$ cat config.mk
export PLATFORM = sky130hd
export DESIGN_NAME = cssr_regs
export DESIGN_NICKNAME = d
export VERILOG_FILES = /design/src/pkg/cssr_pkg.sv /design/src/rtl/cssr_regs.sv
export VERILOG_INCLUDE_DIRS = /design/src /design/src/pkg
export SDC_FILE = /design/constraint.sdc
export NUM_CORES = 1
export LEC_CHECK = 0
export ABC_AREA = 1
export BUFFER_PORTS_ARGS = -buffer_cell sky130_fd_sc_hd__buf_2
export CAP_MARGIN = 5
export CORE_ASPECT_RATIO = 0.9
export CORE_MARGIN = 3
export CORE_UTILIZATION = 39
export CTS_CLUSTER_SIZE = 20
export DETAILED_ROUTE_END_ITERATION = 7
export SKIP_CTS_REPAIR_TIMING = 1
export SYNTH_ARGS = -nofsm -noshare
export SYNTH_HDL_FRONTEND = slang
export SYNTH_SLANG_ARGS = --single-unit
$ cat constraint.sdc
create_clock -name clock -period 1.7 [get_ports clock]
set_input_delay 0.34 -clock clock [delete_from_list [all_inputs] [get_ports clock]]
set_output_delay 0.34 -clock clock [all_outputs]
set_load 0.01 [all_outputs]
$ cat src/pkg/cssr_consts.svh
// Register map, field positions and reset values of the status/control bank
`ifndef CSSR_CONSTS_SVH
`define CSSR_CONSTS_SVH
`define CSSR_ADDR_W     7
`define CSSR_DATA_W     8
`define CSSR_BIAS_W     6
`define CSSR_CNT_W      5
`define CSSR_CNT_ADDR   5'h07
`define CSSR_CNT_LAST   5'h0F
`define CSSR_CNT_DATA   5'h08
`define CSSR_CNT_DONE   5'h10
`define CSSR_A_BIAS_RES 7'h4E
`define CSSR_A_DIV_INIT 7'h55
`define CSSR_A_SYNTH_LOCK_RESTART   7'h56
`define CSSR_A_CAL_EDGE 7'h57
`define CSSR_A_STATUS   7'h5A
`define CSSR_A_BIAS_MAN 7'h63
`define CSSR_B_CMD      7
`define CSSR_B_EDGE     0
`define CSSR_B_MAN_EN   0
`define CSSR_B_MAN_LO   1
`define CSSR_B_MAN_HI   6
`define CSSR_B_LAT      0
`define CSSR_B_NOW      1
`define CSSR_B_REF      2
`define CSSR_B_CAL      3
`define CSSR_B_IE       4
`define CSSR_LAT_RST    1'b1
`define CSSR_EDGE_RST   1'b0
`define CSSR_BIAS_RST   6'h00
`endif

$ cat src/pkg/cssr_pkg.sv
// Types shared by the status/control bank
`default_nettype none
package cssr_pkg;
  typedef struct packed {
    logic holdover_state;
    logic synth_cal_active;
    logic ref_present;
  } cssr_stat_t;
  typedef struct packed {
    logic       stb;
    logic [6:0] addr;
    logic [7:0] data;
  } cssr_wr_t;
  typedef enum logic [1:0] {
    CSSR_IDLE = 2'b00,
    CSSR_HEAD = 2'b01,
    CSSR_BODY = 2'b10,
    CSSR_END  = 2'b11
  } cssr_state_t;
endpackage
`default_nettype wire

$ cat src/rtl/cssr_regs.sv
// Serial-port status and control register bank
`timescale 1ns/100ps
`default_nettype none
`include "cssr_consts.svh"
// Behaviour
// - Latched holdover reads 0 after holdover entry
// - Write 1 clears latch and interrupt
// - Calibration status 1 while calibrating
// - Reference status 1 when reference present
// - Momentary holdover reads 0 in holdover
// - Divider init command self-clearing pulse
// - Synth_lock_restart command self-clearing pulse
// - Bias calibration start clears when done
// - Edge select picks readback clock edge
// - Bias result holds latest calibration
// - Manual bias field read/write, resets zero
// - Override enable selects manual bias
// - Enabled latched holdover drives alert low
module cssr_regs (
  input  wire logic                   clock,
  input  wire logic                   nrst,
  input  wire logic                   spi_sclk,
  input  wire logic                   spi_cs_n,
  input  wire logic                   spi_sdi,
  output logic                        spi_sdo,
  output logic                        spi_sdo_oe,
  input  wire cssr_pkg::cssr_stat_t   stat_in,
  input  wire logic                   bias_cal_done,
  input  wire logic [5:0]             bias_cal_value,
  output logic                        divider_init,
  output logic                        synth_lock_restart,
  output logic                        bias_cal_start,
  output logic                        readback_edge_sel,
  output logic [5:0]                  bias_effective,
  output logic                        alert_out_n
);
  function automatic logic wr_hit(
    input cssr_pkg::cssr_wr_t w,
    input logic [6:0]         a,
    input int                 b
  );
    wr_hit = w.stb && (w.addr == a) && w.data[b];
  endfunction
  logic [2:0]              sclk_s_q;
  logic [1:0]              cs_s_q;
  logic [1:0]              sdi_s_q;
  cssr_pkg::cssr_stat_t    st1_q;
  cssr_pkg::cssr_stat_t    st_q;
  logic                    rise;
  logic                    fall;
  logic                    cs_act;
  logic                    sdi;
  cssr_pkg::cssr_state_t   state_q;
  logic [4:0]              cnt_q;
  logic [6:0]              sh_q;
  logic                    rd_q;
  logic [6:0]              addr_q;
  logic [7:0]              rd_sh_q;
  logic                    sdo_q;
  logic                    oe_q;
  cssr_pkg::cssr_wr_t      wr_q;
  logic [7:0]              rdata;
  logic                    lat_n_q;
  logic                    ie_q;
  logic                    div_q;
  logic                    synth_lock_restart_q;
  logic                    cal_q;
  logic                    edge_q;
  logic [5:0]              res_q;
  logic [5:0]              man_q;
  logic                    man_en_q;
  logic                    out_edge;
  // Pin synchronisers
  always_ff @(posedge clock) begin
    if (!nrst) begin
      sclk_s_q <= 3'h0;
      cs_s_q   <= 2'h3;
      sdi_s_q  <= 2'h0;
    end else begin
      sclk_s_q <= {sclk_s_q[1:0], spi_sclk};
      cs_s_q   <= {cs_s_q[0], spi_cs_n};
      sdi_s_q  <= {sdi_s_q[0], spi_sdi};
    end
  end

  // Status input synchronisers
  always_ff @(posedge clock) begin
    if (!nrst) begin
      st1_q <= '0;
      st_q  <= '0;
    end else begin
      st1_q <= stat_in;
      st_q  <= st1_q;
    end
  end

  assign rise   = sclk_s_q[1] && !sclk_s_q[2];
  assign fall   = !sclk_s_q[1] && sclk_s_q[2];
  assign cs_act = !cs_s_q[1];
  assign sdi    = sdi_s_q[1];
  // Frame sequencer
  always_ff @(posedge clock) begin
    if (!nrst) begin
      state_q <= cssr_pkg::CSSR_IDLE;
    end else if (!cs_act) begin
      state_q <= cssr_pkg::CSSR_IDLE;
    end else begin
      case (state_q)
        cssr_pkg::CSSR_IDLE: begin
          state_q <= cssr_pkg::CSSR_HEAD;
        end
        cssr_pkg::CSSR_HEAD: begin
          if (rise && cnt_q == `CSSR_CNT_ADDR) begin
            state_q <= cssr_pkg::CSSR_BODY;
          end
        end
        cssr_pkg::CSSR_BODY: begin
          if (rise && cnt_q == `CSSR_CNT_LAST) begin
            state_q <= cssr_pkg::CSSR_END;
          end
        end
        cssr_pkg::CSSR_END: begin
          state_q <= cssr_pkg::CSSR_END;
        end
        default: begin
          state_q <= cssr_pkg::CSSR_IDLE;
        end
      endcase
    end
  end

  // Bit counter and input shifter
  always_ff @(posedge clock) begin
    if (!nrst || !cs_act) begin
      cnt_q <= 5'h00;
      sh_q  <= 7'h00;
    end else if (rise && cnt_q != `CSSR_CNT_DONE) begin
      cnt_q <= cnt_q + 5'h01;
      sh_q  <= {sh_q[5:0], sdi};
    end
  end

  // Header capture
  always_ff @(posedge clock) begin
    if (!nrst) begin
      rd_q   <= 1'b0;
      addr_q <= 7'h00;
    end else if (rise && state_q == cssr_pkg::CSSR_HEAD && cnt_q == `CSSR_CNT_ADDR) begin
      rd_q   <= sh_q[6];
      addr_q <= {sh_q[5:0], sdi};
    end
  end

  // Write commit on the last data bit
  always_ff @(posedge clock) begin
    if (!nrst) begin
      wr_q <= '0;
    end else begin
      wr_q.stb  <= rise && state_q == cssr_pkg::CSSR_BODY && cnt_q == `CSSR_CNT_LAST && !rd_q;
      wr_q.addr <= addr_q;
      wr_q.data <= {sh_q, sdi};
    end
  end

  // Read data mux
  always_comb begin
    rdata = 8'h00;
    case ({sh_q[5:0], sdi})
      `CSSR_A_BIAS_RES: begin
        rdata[`CSSR_BIAS_W-1:0] = res_q;
      end
      `CSSR_A_CAL_EDGE: begin
        rdata[`CSSR_B_EDGE] = edge_q;
      end
      `CSSR_A_BIAS_MAN: begin
        rdata[`CSSR_B_MAN_HI:`CSSR_B_MAN_LO] = man_q;
        rdata[`CSSR_B_MAN_EN] = man_en_q;
      end
      `CSSR_A_STATUS: begin
        rdata[`CSSR_B_LAT] = lat_n_q;
        rdata[`CSSR_B_NOW] = !st_q.holdover_state;
        rdata[`CSSR_B_REF] = st_q.ref_present;
        rdata[`CSSR_B_CAL] = st_q.synth_cal_active;
        rdata[`CSSR_B_IE]  = ie_q;
      end
      default: begin
        rdata = 8'h00;
      end
    endcase
  end
  assign out_edge = edge_q ? rise : fall;
  // Read data shifter and output
  always_ff @(posedge clock) begin
    if (!nrst || !cs_act) begin
      rd_sh_q <= 8'h00;
      sdo_q   <= 1'b0;
      oe_q    <= 1'b0;
    end else if (rise && state_q == cssr_pkg::CSSR_HEAD && cnt_q == `CSSR_CNT_ADDR) begin
      oe_q <= sh_q[6];
      if (edge_q) begin
        sdo_q   <= rdata[7];
        rd_sh_q <= {rdata[6:0], 1'b0};
      end else begin
        rd_sh_q <= rdata;
      end
    end else if (out_edge && state_q == cssr_pkg::CSSR_BODY && cnt_q >= `CSSR_CNT_DATA) begin
      sdo_q   <= rd_sh_q[7];
      rd_sh_q <= {rd_sh_q[6:0], 1'b0};
    end
  end

  assign spi_sdo    = sdo_q;
  assign spi_sdo_oe = oe_q;

  // Latched holdover flag, entry wins over clear
  always_ff @(posedge clock) begin
    if (!nrst) begin
      lat_n_q <= `CSSR_LAT_RST;
    end else if (st_q.holdover_state) begin
      lat_n_q <= 1'b0;
    end else if (wr_hit(wr_q, `CSSR_A_STATUS, `CSSR_B_LAT)) begin
      lat_n_q <= 1'b1;
    end
  end

  // Holdover interrupt enable
  always_ff @(posedge clock) begin
    if (!nrst) begin
      ie_q <= 1'b0;
    end else if (wr_q.stb && wr_q.addr == `CSSR_A_STATUS) begin
      ie_q <= wr_q.data[`CSSR_B_IE];
    end
  end
  assign alert_out_n = !(ie_q && !lat_n_q);
  // Self-clearing command pulses
  always_ff @(posedge clock) begin
    if (!nrst) begin
      div_q    <= 1'b0;
      synth_lock_restart_q <= 1'b0;
    end else begin
      div_q    <= wr_hit(wr_q, `CSSR_A_DIV_INIT, `CSSR_B_CMD);
      synth_lock_restart_q <= wr_hit(wr_q, `CSSR_A_SYNTH_LOCK_RESTART, `CSSR_B_CMD);
    end
  end

  // Bias calibration request, new start wins over done
  always_ff @(posedge clock) begin
    if (!nrst) begin
      cal_q <= 1'b0;
    end else if (wr_hit(wr_q, `CSSR_A_CAL_EDGE, `CSSR_B_CMD)) begin
      cal_q <= 1'b1;
    end else if (bias_cal_done) begin
      cal_q <= 1'b0;
    end
  end

  // Readback edge select
  always_ff @(posedge clock) begin
    if (!nrst) begin
      edge_q <= `CSSR_EDGE_RST;
    end else if (wr_q.stb && wr_q.addr == `CSSR_A_CAL_EDGE) begin
      edge_q <= wr_q.data[`CSSR_B_EDGE];
    end
  end

  // Calibrated bias result
  always_ff @(posedge clock) begin
    if (!nrst) begin
      res_q <= `CSSR_BIAS_RST;
    end else if (bias_cal_done) begin
      res_q <= bias_cal_value;
    end
  end

  // Manual bias override
  always_ff @(posedge clock) begin
    if (!nrst) begin
      man_q    <= `CSSR_BIAS_RST;
      man_en_q <= 1'b0;
    end else if (wr_q.stb && wr_q.addr == `CSSR_A_BIAS_MAN) begin
      man_q    <= wr_q.data[`CSSR_B_MAN_HI:`CSSR_B_MAN_LO];
      man_en_q <= wr_q.data[`CSSR_B_MAN_EN];
    end
  end

  assign bias_effective     = man_en_q ? man_q : res_q;
  assign divider_init       = div_q;
  assign synth_lock_restart = synth_lock_restart_q;
  assign bias_cal_start     = cal_q;
  assign readback_edge_sel  = edge_q;
  property p_lat_set;
    @(posedge clock) disable iff (!nrst) st_q.holdover_state |=> !lat_n_q;
  endproperty
  a_lat_set: assert property (p_lat_set) else $error("latch not set");
  property p_lat_clr;
    @(posedge clock) disable iff (!nrst)
    wr_hit(wr_q, `CSSR_A_STATUS, `CSSR_B_LAT) && !st_q.holdover_state |=> lat_n_q ##0 alert_out_n;
  endproperty
  a_lat_clr: assert property (p_lat_clr) else $error("latch not cleared");
  property p_alert;
    @(posedge clock) disable iff (!nrst)
    st_q.holdover_state && ie_q && !wr_q.stb |=> !alert_out_n;
  endproperty
  a_alert: assert property (p_alert) else $error("alert not raised");
  property p_div;
    @(posedge clock) disable iff (!nrst)
    wr_hit(wr_q, `CSSR_A_DIV_INIT, `CSSR_B_CMD) |=> divider_init ##1 !divider_init;
  endproperty
  a_div: assert property (p_div) else $error("divider init pulse wrong");
  property p_synth_lock_restart;
    @(posedge clock) disable iff (!nrst)
    synth_lock_restart |-> $past(wr_q.stb) && $past(wr_q.addr) == `CSSR_A_SYNTH_LOCK_RESTART;
  endproperty
  a_synth_lock_restart: assert property (p_synth_lock_restart) else $error("synth_lock_restart without write");
  property p_cal;
    @(posedge clock) disable iff (!nrst)
    bias_cal_start && bias_cal_done && !wr_q.stb |=> !bias_cal_start;
  endproperty
  a_cal: assert property (p_cal) else $error("bias cal did not clear");
  property p_edge;
    @(posedge clock) disable iff (!nrst)
    wr_q.stb && wr_q.addr == `CSSR_A_CAL_EDGE |=> readback_edge_sel == $past(wr_q.data[`CSSR_B_EDGE]);
  endproperty
  a_edge: assert property (p_edge) else $error("edge select not stored");
  property p_res;
    @(posedge clock) disable iff (!nrst)
    bias_cal_done ##1 !man_en_q |-> bias_effective == $past(bias_cal_value);
  endproperty
  a_res: assert property (p_res) else $error("bias result not used");
  property p_man;
    @(posedge clock) disable iff (!nrst)
    man_en_q && $stable(man_q) |-> bias_effective == $past(man_q);
  endproperty
  a_man: assert property (p_man) else $error("manual bias not used");
endmodule
`default_nettype wire

Yosys cells after proc, flatten, opt, wreduce, memory -nomap -nowiden. Index checks and enable logic that the tools add are counted. Widths: inputs -> output; s select.

Register bits: 80. Input bits: 15. Output and inout bits: 13. Logic and storage cells: 106.

$add $sub $neg: 1. Order comparisons: 1. Equality and inequality tests: 18. Mux-type cells: 19. Bitwise logic cells: 1. Reduce and logical (&&, ||, !) cells: 37.

Operator list (count): $eq 7x7->1 const B (9); $mux 8 (3); $logic_and 1x1->1 (22); $pmux 4 s3 (1); $mux 1 (9); $pmux 2 s4 (1); $logic_not 1->1 (7); $mux 6 (1); $ne 2x2->1 const B (3); $reduce_bool 2->1 (3); $add 5x1->5 const B (1); $eq 5x3->1 const B (1); $eq 5x4->1 const B (1); $ge 5x4->1 const B (1); $ne 5x5->1 const B (1); $eq 2x2->1 const B (2); $mux 2 (2); $pmux 1 s4 (1); $reduce_and 2->1 (2); $eq 2x1->1 const B (1); $logic_not 2->1 (1); $pmux 1 s2 (1); $reduce_or 2->1 (1); $logic_or 1x1->1 (1); $not 1->1 (1).

Depth between registers and ports, before layout. Gate-level depths: netlist (run 1).

Depth in word-level cells: 7. Depth in mapped cells: 10. Gate-level depth less buffers: 10.

Least setup slack after synthesis (run 1). OpenSTA, ideal clock, no wires.

Kind: register to register. From: register cnt_q[0]. To: register rd_sh_q[1]. Setup time: 0.064 ns. Data arrival time: 1.245 ns. Required time: 1.636 ns. Slack: 0.391 ns. Cell stages (with the launch flop): 10. Buffers on the path: 0. Period minus slack after synthesis: 1.309 ns. Cells stage by stage: dfxtp_1 ha_1 nand2_1 nor2_4 nand4_4 nor2_4 inv_2 nor2_2 nor2_1 nor2_1.

Word-level cells in the longest chain between the ends: 3. Elaborated cells on any way between the ends: 6. Those cells by class: order compare (1); eq/ne (1); mux (1); reduce/logical (3).

RTL lines: from (decl) (line cssr_regs.sv:54) `logic [4:0] cnt_q;`; from (signal assigned) (line cssr_regs.sv:138) `cnt_q <= cnt_q + 5'h01;`; $ge 5x4->1 (no line) / $eq 5x3->1 (equally long branches); $logic_and 1x1->1 (no line); $reduce_bool 2->1 (no line) / $mux 8 (equally long branches); to (signal assigned) (line cssr_regs.sv:202) `rd_sh_q <= {rdata[6:0], 1'b0};`; to (signal assigned) (line cssr_regs.sv:204) `rd_sh_q <= rdata;`; to (signal assigned) (line cssr_regs.sv:208) `rd_sh_q <= {rd_sh_q[6:0], 1'b0};`; to (decl) (line cssr_regs.sv:58) `logic [7:0] rd_sh_q;`.

Parallel ways exist; a longest one is shown, timed or not. A chain may end at the register's enable or synchronous reset.

Worst setup path after layout (run 1).
From: register cnt_q[1]. To: register rd_sh_q[1].

The elaborated chain is that of the path after synthesis.

==> results.json, run 1 <==
{
  "whs_path_depth": 3,
  "cp_top_family": "simple AND/OR/NAND/NOR gates",
  "setup_viol": 0,
  "synth_area_per_cell_sq_um": 7.55,
  "first_pass_iters": 5,
  "slew_headroom": 0.711,
  "crit_type": "flop to flop",
  "synthToLayoutAreaGrowth_pct": 12.9,
  "clk_pin_slew_ns": 0.08,
  "clock-skew-final_ns": 0.0108,
  "ys.flop_type": "dfxtp_1",
  "r2r_start": "cnt_q[1]",
  "hpwl_mm": 5.23,
  "cts.path.max_buffers": 2,
  "vdd_ir_drop_max_v": 0.000516,
  "numClockSinks": 80,
  "hold_viol_final": 0,
  "drv_slew": 0,
  "max_freq_mhz": 659,
  "crit_path_start_kind": "flop",
  "r2r-end": "rd_sh_q[1]",
  "nets": 483,
  "numCtsBuffers": 9,
  "cp_max_fo": 7,
  "p_leak_uw": 0.00173,
  "reg2reg_depth": 9,
  "syn_area_sq_um": 3260,
  "die_h_um": 92.7,
  "cp-end-kind": "flop",
  "vias": 2741,
  "hp-start": "stat_in[1]",
  "coreArea_sq_um": 7850,
  "status": "finished clean",
  "drive_gt1_frac": 0.153,
  "grt_max_degree": 45,
  "grtUsageMet2": 0.250,
  "wire_per_inst_um": 12.4,
  "use_met1": 0.220,
  "die_x_um": 102,
  "crit_slowest_cell": "dfxtp_1",
  "critPathRequiredTime_ns": 1.98,
  "design.die.area_sq_um": 9500,
  "pin_count": 28,
  "synth_nets": 450,
  "grt_pass1_vias": 2595,
  "final.setup.worst_slack_ns": 0.182,
  "ys_warn_count": 0,
  "ant_nets": 0,
  "ys_types": 29,
  "placed_area_sq_um": 3490,
  "arrival_ns": 1.80,
  "std_cell_rows": 30,
  "ys_async_sr_fraction": 0,
  "cts-htree-levels": 3,
  "start_util": 0.416,
  "ff2ff_setup_slack_ns": 0.18,
  "final_cell_mix": "nand2_1 (91), dfxtp_1 (79), inv_1 (70), nor2_1 (37)",
  "grtUsageTotal": 0.162,
  "nFillCells": 805,
  "num_antenna_cells": 0,
  "vias_per_cell": 4.84,
  "grt_overflow": 0,
  "drt_iter0_markers": 146,
  "syn_inst": 432,
  "final_common_cell": "nand2_1",
  "critPathMaxStageDelay_ns": 0.35,
  "place_ws_ns": 0.114,
  "use_met3": 0.0407,
  "min_period_ns": 1.52,
  "synth-seq-cells": 80,
  "whs_ns": 0.170,
  "io_buffers": 27,
  "grt_antenna_before_repair": 0,
  "yosysSeqAreaShare": 0.491,
  "total_power_uw": 3260,
  "wl_mm": 7.00,
  "path_cells": "ha_1 -> nand2_2 -> nor2_4 -> nand4_4 -> nor2_4 -> inv_2 -> nor2_2 -> nor2_1 -> nor2_1",
  "holdCritPathClass": "input port to flop",
  "drcViolationCount": 0,
  "grt_pass1_wl_mm": 12.2,
  "gp_congestion": 0.803,
  "max-cap-violations": 0,
  "clockRootBuffer": "clkbuf_8",
  "insertion_delay_ns": 0.35,
  "hold_end": "st1_q[1]",
  "tightest_slew_ns": 0.431,
  "top_usage_layer": "met2",
  "crit_buf_inv": 1,
  "synth_edf_count": 0,
  "postLayoutCellArea_sq_um": 3680,
  "post-route-period-util": 0.893,
  "pwr_density_cell_nw_per_um2": 886,
  "cts_tree": "built"
}
## cells in the mapped netlist, types with 2 or more instances
cell,n,area [sq um]
nor2_1,37,139
a211oi_1,4,30.0
ha_1,3,37.5
nand2_1,92,345
or2_2,2,12.5
nor2_4,6,67.6
buf_2,3,15.0
dfxtp_1,80,1600
nand2_2,4,25.0
buf_1,2,7.51
nand4_1,11,68.8
clkbuf_1,4,15.0
nand3_1,34,170
inv_1,70,263
a22oi_1,5,37.5
o21ai_0,34,170
nor3_1,2,10.0
nor2_2,3,18.8
inv_2,4,15.0
a21oi_1,23,115
## worst max-delay path by stage
stage | start | end | slack [ns] | cells after the start
CTS | man_en_q | bias_effective[5] | 0.06 | 3
floorplan | cnt_q[0] | rd_sh_q[1] | 0.39 | 9
global placement | cnt_q[0] | rd_sh_q[1] | 0.18 | 9
detailed placement | cnt_q[1] | addr_q[2] | 0.11 | 7
global route | cnt_q[1] | rd_sh_q[1] | -0.002 | 9
finish | cnt_q[1] | rd_sh_q[1] | 0.18 | 9
## kinds of logic (layout without fill, tap and decap cells)
kind of cell | Yosys count | after routing | share of synthesized area
simple gates | 196 | 196 | 0.282
buf+inv | 85 | 123 | 0.102
flops | 80 | 80 | 0.491
compound gates | 68 | 68 | 0.113
fa+ha+maj | 3 | 3 | 0.0115
## stage by stage
| step | std cells | setup TNS [ns] | util |
|---|---|---|---|
| 2_1_floorplan | 432 | 0 | - |
| 3_3_place_gp | 548 | 0 | 0.445 |
| 3_5_place_dp | 548 | 0 | 0.445 |
| 4_1_cts | 564 | 0 | 0.467 |
| 5_1_grt | 566 | -0.00223 | 0.469 |
| 6_report | 566 | 0 | 0.469 |
## flip-flops by register name, summed over array words and instances, names as in the netlist, 3 cells and up
signal / cells
addr_q: 7
rd_sh_q: 8
man_q: 6
wr_q: 16
st_q: 3
sclk_s_q: 3
cnt_q: 5
sh_q: 7
res_q: 6
st1_q: 3
## layer usage
layer | wire length [um] | share of wire
met3 | 264 | 0.038
met2 | 3200 | 0.46
met1 | 3440 | 0.49
met4 | 93 | 0.013
met5 | 0 | 0
## cell type report
| class | instances | area (sq um) | area share |
|---|---|---|---|
| Sequential cell | 80 | 1600 | 0.435 |
| Tap cell | 96 | 120 | 0.0326 |
| Clock inverter | 6 | 45.0 | 0.0122 |
| Timing Repair Buffer | 33 | 180 | 0.0489 |
| Multi-Input combinational cell | 267 | 1330 | 0.361 |
| Clock buffer | 10 | 128 | 0.0347 |
| Inverter | 74 | 278 | 0.0755 |
## power breakdown
part           total (uW)  switching [uW]  internal [uW]
sequential           1920            16.0           1900
clock                1220             689            535
combinational         121            77.9           42.7
## worst min-delay path: stages
cell and delay, ns:
buf_2 0.07, nand2_1 0.04, inv_1 0.04
No activity file was read; power rests on OpenSTA's default activity.
==> run 2, diff against run 1 <==
--- a/config.mk
+++ b/config.mk
@@ -7,7 +7,7 @@
 export NUM_CORES = 1
 export LEC_CHECK = 0
 export ABC_AREA = 1
-export BUFFER_PORTS_ARGS = -buffer_cell sky130_fd_sc_hd__buf_2
+export BUFFER_PORTS_ARGS = -buffer_cell sky130_fd_sc_hd__clkbuf_2
 export CAP_MARGIN = 5
 export CORE_ASPECT_RATIO = 0.9
 export CORE_MARGIN = 3
==> run 2 against run 1 <==
Effect of this change:
- register-to-register slack about the same
- largest power group unchanged
- sequential share of layout area shrank 0.44 points
- critical path depth unchanged
- first-iteration DRC count down 30%
- via count down 0.18%
- highest routed layer unchanged
- final cell count increased by 0.18%
==> results.json, run 2 (same netlist as run 1, synthesis figures left out) <==
{
  "nets": 484,
  "nFillCells": 807,
  "final_common_cell": "nand2_1",
  "hpwl_mm": 5.18,
  "drt_iter0_markers": 102,
  "grt_overflow": 0,
  "seqPwrFrac": 0.561,
  "whs_path_depth": 3,
  "hold_viol_final": 0,
  "status": "finished clean",
  "cp-end-kind": "flop",
  "swShare": 0.221,
  "cp_max_fo": 7,
  "critPathRequiredTime_ns": 1.98,
  "crit_slowest_cell": "dfxtp_1",
  "drive_gt1_frac": 0.159,
  "cts-htree-levels": 3,
  "wl_mm": 7.03,
  "r2r-end": "rd_sh_q[1]",
  "reg2reg_depth": 9,
  "first_pass_iters": 4,
  "crit_cells": 9,
  "vias": 2736,
  "design.die.area_sq_um": 9500,
  "multi_input_area_sq_um": 1330,
  "coreArea_sq_um": 7850,
  "rsz0062_at_grt": "false",
  "total_power_uw": 3420,
  "vdd_ir_drop_max_v": 0.000467,
  "hp-start": "stat_in[0]",
  "slew_headroom": 0.733,
  "tns_ns": 0,
  "p_sw_uw": 756,
  "grtUsageTotal": 0.162,
  "largest-register": "wr_q",
  "wl_met3_um": 291,
  "die_x_um": 102,
  "p_int_uw": 2660,
  "start_util": 0.416,
  "std_cell_rows": 30,
  "die_h_um": 92.7,
  "critPathMaxStageDelay_ns": 0.34,
  "max-cap-violations": 0,
  "pwr_density_cell_nw_per_um2": 919,
  "grt_antenna_before_repair": 0,
  "wl_met1_mm": 3.44,
  "ff_latch_area_sq_um": 1600,
  "numCtsBuffers": 9,
  "drcViolationCount": 0,
  "cp_top_family": "simple AND/OR/NAND/NOR gates",
  "r2r_start": "cnt_q[1]",
  "p_leak_uw": 0.00175,
  "p_comb_frac": 0.035,
  "top_layer_used": "met4",
  "route.met2.wl_mm": 3.21,
  "crit_buf_inv": 1,
  "holdCritPathClass": "input port to flop",
  "clockPowerShare": 0.403,
  "grt_max_degree": 45,
  "num_antenna_cells": 0,
  "numClockSinks": 80,
  "insertion_delay_ns": 0.34,
  "vias_per_cell": 4.83,
  "ant_nets": 0,
  "arrival_ns": 1.79,
  "pin_count": 28,
  "crit_path_start_kind": "flop",
  "drv_slew": 0,
  "top_regs": "wr_q x16, rd_sh_q x8",
  "grt_pass1_wl_mm": 12.1,
  "clockRootBuffer": "clkbuf_8",
  "cts.path.max_buffers": 2,
  "clock-skew-final_ns": 0.00701,
  "final_cell_mix": "nand2_1 (91), dfxtp_1 (79), inv_1 (70), nor2_1 (36)",
  "min_period_ns": 1.52,
  "crit_type": "flop to flop",
  "setup_viol": 0,
  "final.setup.worst_slack_ns": 0.185,
  "tightest_slew_ns": 0.399,
  "place_ws_ns": 0.142,
  "path_cells": "ha_2 -> nand2_2 -> nor2_4 -> nand4_4 -> nor2_4 -> inv_2 -> nor2_2 -> nor2_1 -> nor2_1",
  "max_freq_mhz": 660,
  "clk_pin_slew_ns": 0.08,
  "io_buffers": 27,
  "hold_end": "st1_q[0]",
  "grt_pass1_vias": 2539,
  "gp_congestion": 0.805,
  "ff2ff_setup_slack_ns": 0.18,
  "post-route-period-util": 0.891,
  "largest_register_ffs": 16,
  "synthToLayoutAreaGrowth_pct": 14.0,
  "wire_per_inst_um": 12.4,
  "cts_tree": "built"
}
==> run 2: cell type report <==
cell class / instances / share of cell area
clock buffer: 11 / 0.0380
timing repair buffer: 34 / 0.0505
inverter: 74 / 0.0747
sequential: 80 / 0.431
tap: 96 / 0.0323
multi-input combinational: 267 / 0.358
clock inverter: 5 / 0.0151
==> run 2: power groups by stage <==
| stage | registers, uW | clock network [uW] | logic, uW |
|---|---|---|---|
| 5_1_grt | 1920 | 1510 | 139 |
| 3_5_place_dp | 1960 | 0 | 121 |
| 3_3_place_gp | 1960 | 0 | 119 |
| 2_1_floorplan | 1950 | 0 | 78.3 |
| 6_report | 1920 | 1380 | 120 |
| 4_1_cts | 1920 | 1430 | 121 |
==> run 2: worst register-to-register path, cell delays in order (launching register included) <==
cell and delay (ns):
dfxtp_1 0.34, ha_2 0.19, nand2_2 0.10, nor2_4 0.12
nand4_4 0.16, nor2_4 0.25, inv_2 0.07, nor2_2 0.10
nor2_1 0.05, nor2_1 0.08
==> run 2: per-layer routing <==
metal | global-route usage | up-vias
met1 | 0.216 | 1227
met2 | 0.255 | 54
li1 | - | 1445
met3 | 0.0407 | 10
met4 | 0.0525 | 0
met5 | 0 | -
==> run 2: worst max-delay path by stage <==
stage | start | end | slack [ns]
2_1_floorplan | cnt_q[0] | rd_sh_q[1] | 0.39
3_3_place_gp | cnt_q[0] | rd_sh_q[1] | 0.18
3_5_place_dp | cnt_q[1] | addr_q[0] | 0.14
4_1_cts | man_en_q | bias_effective[4] | 0.07
5_1_grt | sclk_s_q[1] | rd_sh_q[1] | 0.01
6_report | cnt_q[1] | rd_sh_q[1] | 0.18
==> run 2: stage by stage <==
step | instance area (sq um) | cells | hold WS [ns] | utilization
final | 3720 | 567 | 0.173 | 0.474
after global routing | 3720 | 567 | 0.154 | 0.474
after CTS | 3690 | 565 | 0.158 | 0.471
after detailed placement | 3500 | 549 | 0.398 | 0.446
after global placement | 3500 | 549 | 0.392 | 0.446
after floorplan | 3260 | 432 | 0.390 | -
==> run 3, diff against run 2 <==
--- a/config.mk
+++ b/config.mk
@@ -6,7 +6,7 @@
 export SDC_FILE = /design/constraint.sdc
 export NUM_CORES = 1
 export LEC_CHECK = 0
-export ABC_AREA = 1
+export ABC_AREA = 0
 export BUFFER_PORTS_ARGS = -buffer_cell sky130_fd_sc_hd__clkbuf_2
 export CAP_MARGIN = 5
 export CORE_ASPECT_RATIO = 0.9
==> run 3 against run 2 <==
Effect of this change:
- the flow now finishes with violations (setup timing)
- clock skew hardly changed
- total power is 3.7% higher
- critical endpoint is now rd_sh_q[3]
- first-iteration DRC count is 51% lower
- worst setup slack worse by 0.24 ns
- non-clock buffer count up 32
- count of clock-buffer cells in the layout shrank 2
- highest routed layer unchanged
- synthesized area is 2.9% lower
==> results.json, run 3 <==
{
  "die_x_um": 101,
  "p_int_uw": 2770,
  "coreArea_sq_um": 7730,
  "grt_pass1_wl_mm": 12.1,
  "seqPwrFrac": 0.540,
  "start_util": 0.410,
  "synth_top_area_cell": "dfxtp_1",
  "total_power_uw": 3540,
  "yosysSeqAreaShare": 0.506,
  "cp_max_fo": 7,
  "hold_end": "cs_s_q[0]",
  "p_leak_uw": 0.00156,
  "hold_viol_final": 0,
  "syn_inst": 330,
  "min_period_ns": 1.75,
  "synthToLayoutAreaGrowth_pct": 25.7,
  "synth_area_per_cell_sq_um": 9.60,
  "std_cell_rows": 30,
  "grt_overflow": 0,
  "p_sw_uw": 771,
  "largest_register_ffs": 16,
  "drv_slew": 0,
  "wl_mm": 7.40,
  "numCtsBuffers": 9,
  "vias": 2463,
  "top_regs": "wr_q x16, rd_sh_q x8",
  "final.setup.worst_slack_ns": -0.0526,
  "ys_types": 50,
  "tns_ns": -0.0752,
  "reg2reg_depth": 5,
  "wire_per_inst_um": 15.1,
  "cts-htree-levels": 3,
  "ys_async_sr_fraction": 0,
  "die_h_um": 91.5,
  "holdCritPathClass": "input port to flop",
  "violations": "setup timing",
  "clockPowerShare": 0.424,
  "synth-seq-cells": 80,
  "swShare": 0.218,
  "hpwl_mm": 5.02,
  "netlist.area_leader.share": 0.506,
  "post-route-period-util": 1.03,
  "pwr_density_cell_nw_per_um2": 890,
  "vias_per_cell": 5.03,
  "max-cap-violations": 0,
  "cts_tree": "built",
  "crit_path_start_kind": "flop",
  "grt_max_degree": 29,
  "crit_type": "flop to flop",
  "synth_edf_count": 0,
  "synth_common_cells": "dfxtp_1 (80), nor2_1 (41), mux2i_1 (28)",
  "p_comb_frac": 0.036,
  "clk_pin_slew_ns": 0.08,
  "cp-end-kind": "flop",
  "largest-register": "wr_q",
  "grtUsageTotal": 0.168,
  "critPathRequiredTime_ns": 1.99,
  "first_pass_iters": 5,
  "numClockSinks": 80,
  "synth_nets": 348,
  "netlist_top_cells_area": "dfxtp_1 (51%), mux2i_1 (8.9%), and2_1 (5.1%)",
  "tightest_slew_ns": 0.464,
  "clock-skew-final_ns": 0.00742,
  "nets": 409,
  "whs_path_depth": 2,
  "ys.flop_type": "dfxtp_1",
  "vdd_ir_drop_max_v": 0.000481,
  "status": "finished with violations",
  "grt_pass1_vias": 2417,
  "num_antenna_cells": 0,
  "max_freq_mhz": 571,
  "r2r-end": "rd_sh_q[3]",
  "drt_iter0_markers": 50,
  "slew_headroom": 0.690,
  "ant_nets": 0,
  "final_cell_mix": "dfxtp_1 (72), nor2_1 (39), buf_4 (33), mux2i_1 (28), clkbuf_2 (27)",
  "hp-start": "spi_cs_n",
  "drcViolationCount": 0,
  "yosysMostFrequentCell": "dfxtp_1",
  "clockRootBuffer": "clkbuf_8",
  "nFillCells": 731,
  "ys_warn_count": 0,
  "ff2ff_setup_slack_ns": -0.05,
  "setup_viol": 3,
  "grt_antenna_before_repair": 0,
  "io_buffers": 27,
  "arrival_ns": 2.04,
  "insertion_delay_ns": 0.36,
  "drive_gt1_frac": 0.297,
  "design.die.area_sq_um": 9240,
  "final_common_cell": "dfxtp_1",
  "cts.path.max_buffers": 2,
  "r2r_start": "cnt_q[4]",
  "syn_area_sq_um": 3170,
  "rsz0062_at_grt": "true",
  "gp_congestion": 0.813,
  "whs_ns": 0.160,
  "pin_count": 28
}
==> run 3: cell types whose count changed after synthesis, moves of 7 or more <==
| cell | delta |
|---|---|
| clkbuf_1 | +7 |
| inv_1 | -59 |
| mux2i_1 | +28 |
| nand2_1 | -69 |
| o21ai_0 | -31 |
| and2_1 | +26 |
| nand3_1 | -28 |
| a21oi_1 | -7 |
| nand4_1 | -9 |
==> run 3: cells by family (layout without fill, tap and decap cells) <==
kind of cell,Yosys count,after routing,synth area share
multiplexers,34,34,0.110
AO/OA/AOI/OAI,42,42,0.0873
XOR/XNOR,3,3,0.00830
AND/OR/NAND/NOR,140,140,0.242
buffers and inverters,28,92,0.0348
adder cells (fa/ha/maj),3,3,0.0119
flip-flops,80,80,0.506
==> run 3: worst max-delay path by stage <==
stage                           start  cells past startpoint  slack [ns]                end
after detailed placement  sclk_s_q[1]                      4       -0.07         rd_sh_q[2]
after global routing      sclk_s_q[2]                      5        -0.1         rd_sh_q[7]
after floorplan              cnt_q[4]                      6       -0.07         rd_sh_q[3]
after CTS                    man_en_q                      2       -0.10  bias_effective[0]
after global placement       cnt_q[4]                      5       -0.02         rd_sh_q[3]
final                        cnt_q[4]                      5       -0.05         rd_sh_q[3]
==> run 3: power groups by stage <==
stage	clock, uW	combinational, uW	sequential, uW
6_report	1500	126	1910
5_1_grt	1610	139	1920
4_1_cts	1530	120	1910
3_5_place_dp	0	119	1960
3_3_place_gp	0	118	1960
2_1_floorplan	0	70.5	1950
==> run 3: layout make-up <==
class	count	area (sq um)	area share
Clock buffer	9	124	0.0311
Timing Repair Buffer	66	463	0.116
Sequential cell	80	1610	0.405
Inverter	12	45.0	0.0113
Multi-Input combinational cell	222	1530	0.385
Clock inverter	5	83.8	0.0211
Tap cell	96	120	0.0302
==> run 3: routing by layer <==
metal | wire length (um) | vias up | GRT usage | part of all wire
met5 | 0 | - | 0 | 0
met4 | 102 | 0 | 0.0576 | 0.014
met3 | 275 | 9 | 0.0515 | 0.037
met2 | 3280 | 47 | 0.237 | 0.44
met1 | 3740 | 1162 | 0.242 | 0.51
li1 | - | 1245 | - | -
==> run 3: worst max-delay path: stages, from the launching register on <==
cell	delay (ns)
dfxtp_2	0.32
or4b_4	0.53
or2_4	0.29
or3_4	0.34
nand2b_4	0.15
o211ai_2	0.06
==> run 3: metrics by stage <==
step           setup slack [ns]  instances  utilization  instance area [sq um]
2_1_floorplan           -0.0700        330            -                   3180
3_3_place_gp            -0.0151        467        0.465                   3600
3_5_place_dp            -0.0662        467        0.465                   3600
4_1_cts                  -0.101        481        0.492                   3800
5_1_grt                 -0.0978        490        0.515                   3980
6_report                -0.0526        490        0.515                   3980
